## src/hdl/motor_ramp_cfg.svh

```systemverilog
// Purpose: offsets, fields, resets and timing for the start ramp block
// Assumes: 200 MHz clock, AXI4-Lite byte addresses
// Notes:   definitions only
`ifndef MOTOR_RAMP_CFG_SVH
`define MOTOR_RAMP_CFG_SVH
`define A_CTRL      8'h00
`define A_FLC       8'h04
`define A_SF        8'h08
`define A_CLS       8'h0c
`define A_INIT      8'h10
`define A_MAX       8'h14
`define A_RAMP      8'h18
`define A_SRT       8'h1c
`define A_JUMP      8'h20
`define A_STAT      8'h24
`define A_IRQ_STS   8'h28
`define A_IRQ_MSK   8'h2c
`define A_LIMIT     8'h30
`define F_LR        0
`define F_KSD       1
`define F_LSRC      3:2
`define F_RSRC      5:4
`define F_LRIN      6
`define F_SEP       7
`define RST_CTRL    8'h14
`define RST_FLC     13'h000a
`define RST_SF      8'h73
`define RST_CLS     6'h0a
`define RST_INIT    10'h064
`define RST_MAX     10'h258
`define RST_RAMP    9'h00f
`define RST_SRT     9'h014
`define SRC_KEYPAD  2'h0
`define SRC_TERM    2'h1
`define SRC_SERIAL  2'h2
`define SPEED_PCT   10'h0af
`define OL_TRIP     7'h64
`define FAULT_STALL 8'h01
`define RESP_OKAY   2'h0
`define RESP_SLVERR 2'h2
`define CLK_NS      5
`define TICK_NS     1000000
`define TICKS_PER_S 19'h003e8
`define EV_STALL    0
`define EV_SPEED    1
`define EV_TRIP     2
`endif

```

## src/hdl/motor_ramp_pkg.sv

```systemverilog
// Purpose: shared types of the start ramp block
// Assumes: nothing
// Notes:   constants live in motor_ramp_cfg.svh
package motor_ramp_pkg;
    typedef enum logic [1:0] {ST_IDLE, ST_RAMP, ST_HOLD, ST_RUN} state_t;
    typedef logic [1:0] src_t;
endpackage : motor_ramp_pkg

```

## src/hdl/motor_ramp.sv

```systemverilog
// Purpose: start/stop source select and current ramp of a soft starter
// Assumes: all inputs except arst_n synchronous to clk; command inputs are pulses
// Notes:   ramp and timers advance on a 1 ms control tick
//
// Design decisions made here: the AXI4-Lite register port and the register addresses.
`timescale 1ns/10ps
`include "motor_ramp_cfg.svh"
// Operation
// selector input low picks local source
// selector input high picks remote source
// no selector input: control bit, reset local
// sources keypad, terminal, serial; default terminal
// keypad stop always stops unless disabled
// full-load current 1..6400 scales limits
// service factor 1.00..1.99, default 1.15
// running class sets both start and run
// overload state percent, 100 means tripped
// class off disables overload everywhere
// start begins at initial current
// software keeps initial below maximum
// maximum ends ramp and limits afterwards
// hold maximum until speed, timer or trip
// ramp initial to maximum over ramp time
// jump entry plus enter moves display
// up to speed: below 175% after ramp
// timer expiry before speed raises fault 01
// linear steps, maximum exactly at ramp end
module motor_ramp #(
    parameter int TICK_CYCLES = `TICK_NS / `CLK_NS
) (
    // clock and reset
    input  wire logic        clk,
    input  wire logic        arst_n,
    // axi4-lite slave
    input  wire logic [7:0]  awaddr,
    input  wire logic        awvalid,
    output logic             awready,
    input  wire logic [31:0] wdata,
    input  wire logic [3:0]  wstrb,
    input  wire logic        wvalid,
    output logic             wready,
    output logic [1:0]       bresp,
    output logic             bvalid,
    input  wire logic        bready,
    input  wire logic [7:0]  araddr,
    input  wire logic        arvalid,
    output logic             arready,
    output logic [31:0]      rdata,
    output logic [1:0]       rresp,
    output logic             rvalid,
    input  wire logic        rready,
    // start/stop sources
    input  wire logic        kp_start,
    input  wire logic        kp_stop,
    input  wire logic        kp_enter,
    input  wire logic        ts_start,
    input  wire logic        ts_stop,
    input  wire logic        net_start,
    input  wire logic        net_stop,
    input  wire logic        lr_pin,
    // motor feedback
    input  wire logic [9:0]  cur_pct,
    input  wire logic [6:0]  ol_heat_pct,
    // starter outputs
    output logic             motor_run_q,
    output logic             up_to_speed_q,
    output logic [22:0]      limit_ca_q,
    output logic [7:0]       fault_code_q,
    output logic [7:0]       service_factor_q,
    output logic [5:0]       ol_class_q,
    output logic             ol_enable_q,
    output logic [7:0]       display_param_q,
    output logic             irq_q
);
    motor_ramp_pkg::state_t state_q;
    logic [7:0]  ctrl_q;
    logic [12:0] flc_q;
    logic [7:0]  sf_q;
    logic [5:0]  cls_q;
    logic [9:0]  init_q, max_q, lim_q;
    logic [8:0]  ramp_q, srt_q;
    logic [7:0]  jump_q;
    logic [2:0]  sts_q, msk_q, ev_q;
    logic [6:0]  ol_state_q;
    logic [17:0] tick_cnt_q;
    logic        tick;
    logic [18:0] ramp_ms_q, srt_ms_q, ramp_n, srt_n;
    logic [19:0] err_q, err_sum;
    logic [9:0]  delta;
    logic        aw_q, ar_q, bv_q, rv_q, ol_trip;
    logic [31:0] rd_d, wr_m;
    logic [1:0]  rresp_q, bresp_q;
    logic [31:0] rdata_q;
    motor_ramp_pkg::src_t sel_src;
    logic        start_cmd, stop_cmd, wr_hit, wr_ok;

    assign awready = aw_q;
    assign wready  = aw_q;
    assign bvalid  = bv_q;
    assign bresp   = bresp_q;
    assign arready = ar_q;
    assign rvalid  = rv_q;
    assign rdata   = rdata_q;
    assign rresp   = rresp_q;

    // source selection
    always_comb begin
        if (ctrl_q[`F_LRIN]) begin
            sel_src = lr_pin ? ctrl_q[`F_RSRC] : ctrl_q[`F_LSRC];
        end else begin
            sel_src = ctrl_q[`F_LR] ? ctrl_q[`F_RSRC] : ctrl_q[`F_LSRC];
        end
        case (sel_src)
            `SRC_KEYPAD: begin
                start_cmd = kp_start;
                stop_cmd  = kp_stop;
            end
            `SRC_TERM: begin
                start_cmd = ts_start;
                stop_cmd  = ts_stop;
            end
            `SRC_SERIAL: begin
                start_cmd = net_start;
                stop_cmd  = net_stop;
            end
            default: begin
                start_cmd = 1'b0;
                stop_cmd  = 1'b1;
            end
        endcase
        if (kp_stop && !ctrl_q[`F_KSD]) begin
            stop_cmd = 1'b1;
        end
    end

    // ramp arithmetic
    assign ramp_n  = 19'(ramp_q) * `TICKS_PER_S;
    assign srt_n   = 19'(srt_q) * `TICKS_PER_S;
    assign delta   = (max_q > init_q) ? max_q - init_q : 10'h000;
    assign err_sum = err_q + 20'(delta);
    assign ol_trip = ol_enable_q && (ol_state_q == `OL_TRIP);
    assign tick    = (tick_cnt_q == 18'(TICK_CYCLES - 1));

    always_ff @(posedge clk or negedge arst_n) begin
        if (!arst_n) begin
            tick_cnt_q <= 18'h00000;
        end else begin
            tick_cnt_q <= tick ? 18'h00000 : tick_cnt_q + 18'h00001;
        end
    end

    // overload bookkeeping; the thermal model itself lives elsewhere
    always_ff @(posedge clk or negedge arst_n) begin
        if (!arst_n) begin
            ol_state_q  <= 7'h00;
            ol_enable_q <= 1'b1;
            ol_class_q  <= `RST_CLS;
            service_factor_q <= `RST_SF;
        end else begin
            ol_state_q  <= (ol_heat_pct > `OL_TRIP) ? `OL_TRIP : ol_heat_pct;
            ol_enable_q <= (cls_q != 6'h00);
            ol_class_q  <= cls_q;
            service_factor_q <= sf_q;
        end
    end

    // start sequencer
    always_ff @(posedge clk or negedge arst_n) begin
        if (!arst_n) begin
            state_q   <= motor_ramp_pkg::ST_IDLE;
            lim_q     <= 10'h000;
            err_q     <= 20'h00000;
            ramp_ms_q <= 19'h00000;
            srt_ms_q  <= 19'h00000;
            ev_q      <= 3'h0;
            fault_code_q <= 8'h00;
        end else begin
            ev_q <= 3'h0;
            case (state_q)
                motor_ramp_pkg::ST_IDLE: begin
                    if (start_cmd && !stop_cmd && !ol_trip) begin
                        err_q     <= 20'h00000;
                        ramp_ms_q <= 19'h00000;
                        srt_ms_q  <= 19'h00000;
                        fault_code_q <= 8'h00;
                        if (ramp_n == 19'h00000) begin
                            state_q <= motor_ramp_pkg::ST_HOLD;
                            lim_q   <= max_q;
                        end else begin
                            state_q <= motor_ramp_pkg::ST_RAMP;
                            lim_q   <= init_q;
                        end
                    end
                end
                motor_ramp_pkg::ST_RAMP, motor_ramp_pkg::ST_HOLD: begin
                    if (tick) begin
                        srt_ms_q <= srt_ms_q + 19'h00001;
                    end
                    if (stop_cmd) begin
                        state_q <= motor_ramp_pkg::ST_IDLE;
                        lim_q   <= 10'h000;
                    end else if (ol_trip) begin
                        state_q <= motor_ramp_pkg::ST_IDLE;
                        lim_q   <= 10'h000;
                        ev_q[`EV_TRIP] <= 1'b1;
                    end else if (tick && srt_ms_q + 19'h00001 >= srt_n) begin
                        state_q <= motor_ramp_pkg::ST_IDLE;
                        lim_q   <= 10'h000;
                        fault_code_q <= `FAULT_STALL;
                        ev_q[`EV_STALL] <= 1'b1;
                    end else if (state_q == motor_ramp_pkg::ST_HOLD) begin
                        lim_q <= max_q;
                        if (cur_pct < `SPEED_PCT) begin
                            state_q <= motor_ramp_pkg::ST_RUN;
                            ev_q[`EV_SPEED] <= 1'b1;
                        end
                    end else if (tick) begin
                        ramp_ms_q <= ramp_ms_q + 19'h00001;
                        // at most one step per tick, which keeps pace while delta <= ramp_n (ramp_n >= 1000)
                        if (ramp_ms_q + 19'h00001 >= ramp_n) begin
                            state_q <= motor_ramp_pkg::ST_HOLD;
                            lim_q   <= max_q;
                        end else if (err_sum >= 20'(ramp_n)) begin
                            err_q <= err_sum - 20'(ramp_n);
                            lim_q <= lim_q + 10'h001;
                        end else begin
                            err_q <= err_sum;
                        end
                    end
                end
                motor_ramp_pkg::ST_RUN: begin
                    lim_q <= max_q;
                    if (stop_cmd || ol_trip) begin
                        state_q <= motor_ramp_pkg::ST_IDLE;
                        lim_q   <= 10'h000;
                        ev_q[`EV_TRIP] <= ol_trip;
                    end
                end
                default: begin
                    state_q <= motor_ramp_pkg::ST_IDLE;
                end
            endcase
        end
    end

    // starter outputs
    always_ff @(posedge clk or negedge arst_n) begin
        if (!arst_n) begin
            motor_run_q     <= 1'b0;
            up_to_speed_q   <= 1'b0;
            limit_ca_q      <= 23'h000000;
            display_param_q <= 8'h00;
            irq_q           <= 1'b0;
        end else begin
            motor_run_q   <= (state_q != motor_ramp_pkg::ST_IDLE);
            up_to_speed_q <= (state_q == motor_ramp_pkg::ST_RUN);
            limit_ca_q    <= 23'(flc_q) * 23'(lim_q);
            if (kp_enter) begin
                display_param_q <= jump_q;
            end
            irq_q <= |(sts_q & msk_q);
        end
    end

    // axi4-lite write: both channels taken together
    assign wr_hit = aw_q && awvalid && wvalid;
    always_comb begin
        for (int i = 0; i < 4; i++) begin
            wr_m[i*8 +: 8] = wstrb[i] ? wdata[i*8 +: 8] : 8'h00;
        end
        case (awaddr)
            `A_CTRL, `A_FLC, `A_SF, `A_CLS, `A_INIT, `A_MAX, `A_RAMP, `A_SRT,
            `A_JUMP, `A_STAT, `A_IRQ_STS, `A_IRQ_MSK, `A_LIMIT: wr_ok = 1'b1;
            default: wr_ok = 1'b0;
        endcase
    end

    always_ff @(posedge clk or negedge arst_n) begin
        if (!arst_n) begin
            aw_q    <= 1'b0;
            bv_q    <= 1'b0;
            bresp_q <= `RESP_OKAY;
        end else begin
            aw_q <= awvalid && wvalid && !aw_q && !bv_q;
            if (wr_hit) begin
                bv_q    <= 1'b1;
                bresp_q <= wr_ok ? `RESP_OKAY : `RESP_SLVERR;
            end else if (bready) begin
                bv_q <= 1'b0;
            end
        end
    end

    // configuration registers; partial strobes clear unwritten lanes
    always_ff @(posedge clk or negedge arst_n) begin
        if (!arst_n) begin
            ctrl_q <= `RST_CTRL;
            flc_q  <= `RST_FLC;
            sf_q   <= `RST_SF;
            cls_q  <= `RST_CLS;
            init_q <= `RST_INIT;
            max_q  <= `RST_MAX;
            ramp_q <= `RST_RAMP;
            srt_q  <= `RST_SRT;
            jump_q <= 8'h00;
            msk_q  <= 3'h0;
        end else if (wr_hit) begin
            case (awaddr)
                `A_CTRL:    ctrl_q <= wr_m[7:0];
                `A_FLC:     flc_q  <= wr_m[12:0];
                `A_SF:      sf_q   <= wr_m[7:0];
                `A_CLS:     cls_q  <= wr_m[5:0];
                `A_INIT:    init_q <= wr_m[9:0];
                `A_MAX:     max_q  <= wr_m[9:0];
                `A_RAMP:    ramp_q <= wr_m[8:0];
                `A_SRT:     srt_q  <= wr_m[8:0];
                `A_JUMP:    jump_q <= wr_m[7:0];
                `A_IRQ_MSK: msk_q  <= wr_m[2:0];
                default: ;
            endcase
        end
    end

    // sticky events, write one to clear; a new event beats the clear
    always_ff @(posedge clk or negedge arst_n) begin
        if (!arst_n) begin
            sts_q <= 3'h0;
        end else if (wr_hit && awaddr == `A_IRQ_STS) begin
            sts_q <= (sts_q & ~wr_m[2:0]) | ev_q;
        end else begin
            sts_q <= sts_q | ev_q;
        end
    end

    // axi4-lite read
    always_comb begin
        case (araddr)
            `A_CTRL:    rd_d = {24'h0, ctrl_q};
            `A_FLC:     rd_d = {19'h0, flc_q};
            `A_SF:      rd_d = {24'h0, sf_q};
            `A_CLS:     rd_d = {26'h0, cls_q};
            `A_INIT:    rd_d = {22'h0, init_q};
            `A_MAX:     rd_d = {22'h0, max_q};
            `A_RAMP:    rd_d = {23'h0, ramp_q};
            `A_SRT:     rd_d = {23'h0, srt_q};
            `A_JUMP:    rd_d = {24'h0, jump_q};
            `A_STAT:    rd_d = {8'h0, fault_code_q, 1'b0, ol_state_q, 6'h0, state_q};
            `A_IRQ_STS: rd_d = {29'h0, sts_q};
            `A_IRQ_MSK: rd_d = {29'h0, msk_q};
            `A_LIMIT:   rd_d = {22'h0, lim_q};
            default:    rd_d = 32'h0;
        endcase
    end

    always_ff @(posedge clk or negedge arst_n) begin
        if (!arst_n) begin
            ar_q    <= 1'b0;
            rv_q    <= 1'b0;
            rdata_q <= 32'h0;
            rresp_q <= `RESP_OKAY;
        end else begin
            ar_q <= arvalid && !ar_q && !rv_q;
            if (ar_q && arvalid) begin
                rv_q    <= 1'b1;
                rdata_q <= rd_d;
                rresp_q <= (araddr > `A_LIMIT || araddr[1:0] != 2'h0) ? `RESP_SLVERR : `RESP_OKAY;
            end else if (rready) begin
                rv_q <= 1'b0;
            end
        end
    end
endmodule : motor_ramp

```

## config.mk

```make
export PLATFORM = sky130hd
export DESIGN_NAME = motor_ramp
export DESIGN_NICKNAME = d
export VERILOG_FILES = /design/src/hdl/motor_ramp_pkg.sv /design/src/hdl/motor_ramp.sv
export VERILOG_INCLUDE_DIRS = /design/src /design/src/hdl
export SDC_FILE = /design/constraint.sdc
export NUM_CORES = 1
export LEC_CHECK = 0
export BUFFER_PORTS_ARGS = -buffer_cell sky130_fd_sc_hd__buf_2
export CORE_ASPECT_RATIO = 1.5
export CORE_MARGIN = 3
export CORE_UTILIZATION = 55
export DETAILED_ROUTE_END_ITERATION = 10
export PLACE_DENSITY = 0.77
export SLEW_MARGIN = 5
export SYNTH_ARGS = -nofsm -noshare
export SYNTH_HDL_FRONTEND = slang
export SYNTH_SLANG_ARGS = --single-unit
```

## constraint.sdc

```tcl
create_clock -name clk -period 9.23 [get_ports clk]
set_clock_uncertainty 0.15 [all_clocks]
set_input_delay 0.923 -clock clk [delete_from_list [all_inputs] [get_ports clk]]
set_output_delay 0.923 -clock clk [all_outputs]
set_load 0.01 [all_outputs]
```

==> results of run 1 <==
## final cells by class
class,instances,area [µm²],share of cell area
flip-flops and latches,257,6471,0.2730
well taps,495,619.3,0.02613
repair buffers,141,743.2,0.03136
inverters,233,874.6,0.03690
clock buffers,30,685.7,0.02893
multi-input cells,1791,14020,0.5917
clock inverters,18,282.8,0.01193
## worst reg2reg max path, delay by kind of cell, from the launching register on
kind | cells | cell delay [ns]
AO/OA/AOI/OAI | 17 | 4.54
adder cells (fa/ha/maj) | 4 | 1.38
AND/OR/NAND/NOR | 6 | 0.66
flip-flops | 1 | 0.42
buffers and inverters | 3 | 0.40
XOR/XNOR | 1 | 0.25
## state kept, by name (all words and copies together) (netlist names), 9 cells and up
register    cells
limit_ca_q     23
rdata          16
init_q         10
tick_cnt_q     18
ramp_q          9
flc_q          13
max_q          10
err_q          20
srt_q           9
lim_q          10
srt_ms_q       19
ramp_ms_q      19
## through the flow
step / hold slack, ns / utilization
2_1_floorplan: 0.2105 / -
6_report: 0.2302 / 0.6115
3_3_place_gp: 0.2216 / 0.5866
5_1_grt: 0.2348 / 0.6115
3_5_place_dp: 0.2253 / 0.5866
4_1_cts: 0.2333 / 0.6115
## logic make-up (layout without fill, tap and decap cells)
kind of cell    after synthesis  in the layout  synth area share
fa+ha+maj                   354            354            0.2518
other cells                   1             25         0.0001722
simple gates                773            773            0.1700
xor+xnor                    131            131           0.05268
flops                       257            257            0.2971
compound gates              459            459            0.1410
buf+inv                     337            422           0.06308
mux                          49             49           0.02407
## Yosys cell counts, drive strengths merged, types with 32 or more instances
master / number
nor3: 38
o21ai: 165
a21oi: 69
xnor2: 75
buf: 37
nand2: 275
dfrtp: 225
nand3: 101
nor2: 140
clkbuf: 67
and2: 73
fa: 141
a22oi: 32
dfstp: 32
ha: 211
inv: 232
xor2: 56
## worst max-delay path by stage
stage                     slack, ns       end     start  depth (start not counted)
after floorplan                2.54  lim_q[5]  max_q[0]                         32
after global placement         1.65  lim_q[7]  max_q[0]                         31
after detailed placement       1.41  lim_q[2]  max_q[0]                         31
after CTS                      1.40  lim_q[2]  max_q[0]                         31
after global routing           0.58  lim_q[2]  max_q[0]                         31
final                          1.34  lim_q[2]  max_q[0]                         31
## routing by layer
layer / routed length (µm) / up-vias / GRT usage
met1: 21320 / 8828 / 0.3222
met4: 2804 / 0 / 0.1207
met2: 29890 / 626 / 0.4942
met3: 2962 / 152 / 0.02519
li1: - / 8237 / -
met5: 0 / - / 0
## report_power, final
| group | total [mW] | switching, mW | internal, mW |
|---|---|---|---|
| registers | 1.35 | 0.166 | 1.18 |
| clock network | 1.21 | 0.500 | 0.711 |
| logic | 1.03 | 0.666 | 0.366 |
| total | 3.59 | 1.33 | 2.26 |
## cell usage in the layout, fill, tap and decap left out, drive strengths merged, types with 38 or more instances in the layout
cell type	netlist	layout
xor2	56	56
dfrtp	225	225
ha	211	211
nor3	38	38
buf	37	141
xnor2	75	75
fa	141	141
nand2	275	275
a21oi	69	69
nand3	101	101
and2	73	73
inv	232	235
o21ai	165	165
nor2	140	140
==> impl_metrics.ini, run 1 <==
[floorplanning]
die_y_um = 249.7
start_util = 0.5620
core_area_um2 = 38760
die_area_um2 = 42070
io_pins = 182
num_rows = 88
die_x_um = 168.5

[clock_network]
cts_tree = done
clk_pin_slew_ns = 0.08
clkSinkCount = 257
clock_latency_ns = 0.58
cts_hold_buf = 0
cts_root_buf = clkbuf_16
numCtsBuffers = 26
cts_resized = 0
clock_path_buffers = 3
htreeDepth = 1
cts_setup_buffers = 0

[drt]
wirelength_um = 56980
postRouteAntennaNets = 0
avgRoutedWirePerCell_um = 19.22
vias = 17840
routed_via_density = 6.018
drc = 0
first_pass_iters = 7
drt_iter0_markers = 1294

[min_path]
holdPathStages = 0
hold-path-endpoint = service_factor_q[6]
hp-class = reg2reg
min_from = sf_q[6]

[grt]
grtUsageTotal = 0.2710
grt_start_max_net_pins = 137
grt_pass1_wl_um = 93380
grt_overflow = 0
grt_pass1_vias = 18420
antenna_found_initial = 0

[setup_path]
cp_data_arrival_time_ns = 8.21
r2r_end = lim_q[2]
cp-start-kind = flop
critPathBufInv = 3
worstPathRequired_ns = 9.55
path_class = reg2reg
slowest_stage = a2111oi_0
max_stage_delay_ns = 0.76
worst_path_dominant_cell_family = compound AO/OA/AOI/OAI gates
r2r_slack_ns = 1.34
worstSetupEndpointType = flop
critPathMaxFanout = 25
worst_r2r_startpoint = max_q[0]
r2r_cells = 31

[synth]
ys_types = 85
synthCells = 2361
synthesis.area_um2 = 21780
yosys_warnings = 0
synth_area_leaders = dfrtp_1 26%, fa_1 13%, ha_1 12%
ys_async_sr_fraction = 1.000
seq_area_frac_synth = 0.2971
yosys_register_bits = 257
ys.flop_type = dfrtp_1
yosys.area.top_type_share = 0.2585
yosysTopAreaCell = dfrtp_1
avgSynthCellArea_um2 = 9.225
synth_edf_count = 0

[timing]
finalSetupTns_ns = 0
maxSlewHeadroom = 0.1503
setup_viol = 0
tightest_slew_ns = 1.270
finalHoldViolations = 0
rsz0062_at_grt = false
drv_slew = 0
period_share = 0.8551
period_minus_slack_ns = 7.893
setup_slack_ns = 1.337
fmax_mhz = 126.7

[cells_and_area]
final_cells = 2965
drive_gt1_frac = 0.1093
diodes = 0
final_cell_area_um2 = 23700
area_growth_pct = 8.824
final_nets = 2886
n_fill_cell = 3271

[power]
leakage_nw = 12.00
powerDensity_nw_per_um2 = 151.4
fin_total_pwr_mw = 3.588
irDropWorstVdd_uv = 155.9

[placed_design]
dpl.hpwl_um = 43980
preCtsSetupSlack_ns = 1.414
port_buffers = 135
dp.cells = 2917
placed_area_um2 = 22730
routabilityCongestion = 0.9381

[run_status]
run_status = complete, no violations

[run]
max_cap_viol_count = 0
Note: power is estimated with default switching activity, not from simulation.
==> run 2, diff against run 1 <==
- CELL_PAD_IN_SITES_DETAIL_PLACEMENT: default -> 1
- CELL_PAD_IN_SITES_GLOBAL_PLACEMENT: default -> 1
- CORE_UTILIZATION: 55 -> 48
- PLACE_DENSITY: 0.77 -> 0.85
==> impl_metrics.ini, run 2 (synthesis results as in run 1) <==
[drt]
drt_iter0_markers = 1110
postRouteAntennaNets = 0
wirelength_um = 69750
first_pass_iters = 7
avgRoutedWirePerCell_um = 22.80
routed_via_density = 6.081
drc = 0
vias = 18600

[setup_path]
slowest_stage = a2111oi_0
cp-start-kind = flop
r2r_slack_ns = 0.77
worst_r2r_startpoint = max_q[0]
cp_data_arrival_time_ns = 8.76
critPathMaxFanout = 15
worstPathRequired_ns = 9.53
path_class = reg2reg
r2r_cells = 31
max_stage_delay_ns = 0.71
worstSetupEndpointType = flop
r2r_end = lim_q[6]

[timing]
finalSetupTns_ns = 0
setup_viol = 0
period_minus_slack_ns = 8.456
drv_slew = 0
maxSlewHeadroom = 0.2785
tightest_slew_ns = 1.078
finalHoldViolations = 0
fmax_mhz = 118.3
period_share = 0.9161
rsz0062_at_grt = false

[cells_and_area]
most-common-layout-cells = 274 x nand2_1, 232 x inv_1, 225 x dfrtp_1
drive_gt1_frac = 0.1112
final_common_cell = nand2_1
largest_register = limit_ca_q
final_cell_area_um2 = 23770
n_fill_cell = 5176
reg_top3 = limit_ca_q: 23 flops, err_q: 20 flops
final_nets = 2889
area_growth_pct = 9.151
largest_reg_flops = 23

[min_path]
min_from = sf_q[0]
hp-class = reg2reg
hold-path-endpoint = service_factor_q[0]
holdPathStages = 0

[clock_network]
clk_pin_slew_ns = 0.08
cts_resized = 0
clkSinkCount = 257
clock_path_buffers = 3
cts_tree = done
clock_latency_ns = 0.59
numCtsBuffers = 27
cts_setup_buffers = 0
htreeDepth = 1
cts_root_buf = clkbuf_16
cts_hold_buf = 0

[power]
irDropWorstVdd_uv = 148.2
powerDensity_nw_per_um2 = 151.9
leakage_nw = 11.98

[grt]
grt_start_max_net_pins = 133
antenna_found_initial = 3
grtUsageTotal = 0.2877
grt_pass1_vias = 20900
grt_pass1_wl_um = 111600
grt_overflow = 0

[floorplanning]
core_area_um2 = 44810
num_rows = 95
die_area_um2 = 48020
die_y_um = 266.9
die_x_um = 179.9
io_pins = 182
start_util = 0.4860

[run_status]
run_status = complete, no violations

[placed_design]
routabilityCongestion = 0.9359
dpl.hpwl_um = 52570
placed_area_um2 = 22860
port_buffers = 135

[run]
max_cap_viol_count = 0
==> run 2: critical path: cells and delay by family (launching register included) <==
kind,cells,cell delay [ns]
AOI/OAI and AO/OA,17,4.44
adders and majority gates,4,1.37
buffers and inverters,3,0.52
xor gates and xnor gates,1,0.24
DFF,1,0.43
and+or+nand+nor,6,1.17
==> run 2: final cells by class <==
cell class	count	area (µm²)	area share
multi-input combinational	1791	14030	0.5901
sequential	257	6471	0.2722
inverter	233	874.6	0.03679
timing repair buffer	143	758.2	0.03189
tap	582	728.2	0.03063
clock buffer	32	724.4	0.03047
clock inverter	18	180.2	0.007579
antenna	3	7.507	0.0003158
==> run 2: per-stage QoR <==
| stage | util | total power [mW] | worst slack [ns] | hold WS, ns | cells |
|---|---|---|---|---|---|
| after CTS | 0.5303 | 3.605 | 0.8879 | 0.2302 | 3056 |
| after detailed placement | 0.5101 | 2.438 | 0.8581 | 0.2227 | 3006 |
| after global routing | 0.5305 | 3.780 | 0.02405 | 0.2370 | 3059 |
| after floorplan | - | 2.049 | 2.541 | 0.2105 | 2385 |
| final | 0.5305 | 3.612 | 0.7744 | 0.2280 | 3059 |
| after global placement | 0.5101 | 2.373 | 1.210 | 0.2207 | 3006 |
==> run 2: worst max path at each step <==
| stage | start | endpoint | cells after the start |
|---|---|---|---|
| CTS | max_q[0] | lim_q[6] | 31 |
| detailed placement | max_q[0] | err_q[7] | 31 |
| global placement | max_q[0] | err_q[7] | 31 |
| floorplan | max_q[0] | lim_q[5] | 32 |
| finish | max_q[0] | lim_q[6] | 31 |
| global route | max_q[0] | lim_q[5] | 31 |
==> run 2: power by group <==
part | switching [mW] | leakage (nW) | total (mW) | internal [mW]
clock | 0.534 | 0.440 | 1.16 | 0.626
combinational | 0.730 | 8.24 | 1.10 | 0.373
sequential | 0.168 | 3.30 | 1.35 | 1.18
==> run 2: routing by layer <==
metal	routed length, µm	vias to the layer above	GRT usage
met4	4603	0	0.1709
li1	-	8228	-
met1	24890	9480	0.3135
met5	0	-	0
met2	37050	633	0.5355
met3	3208	262	0.03354
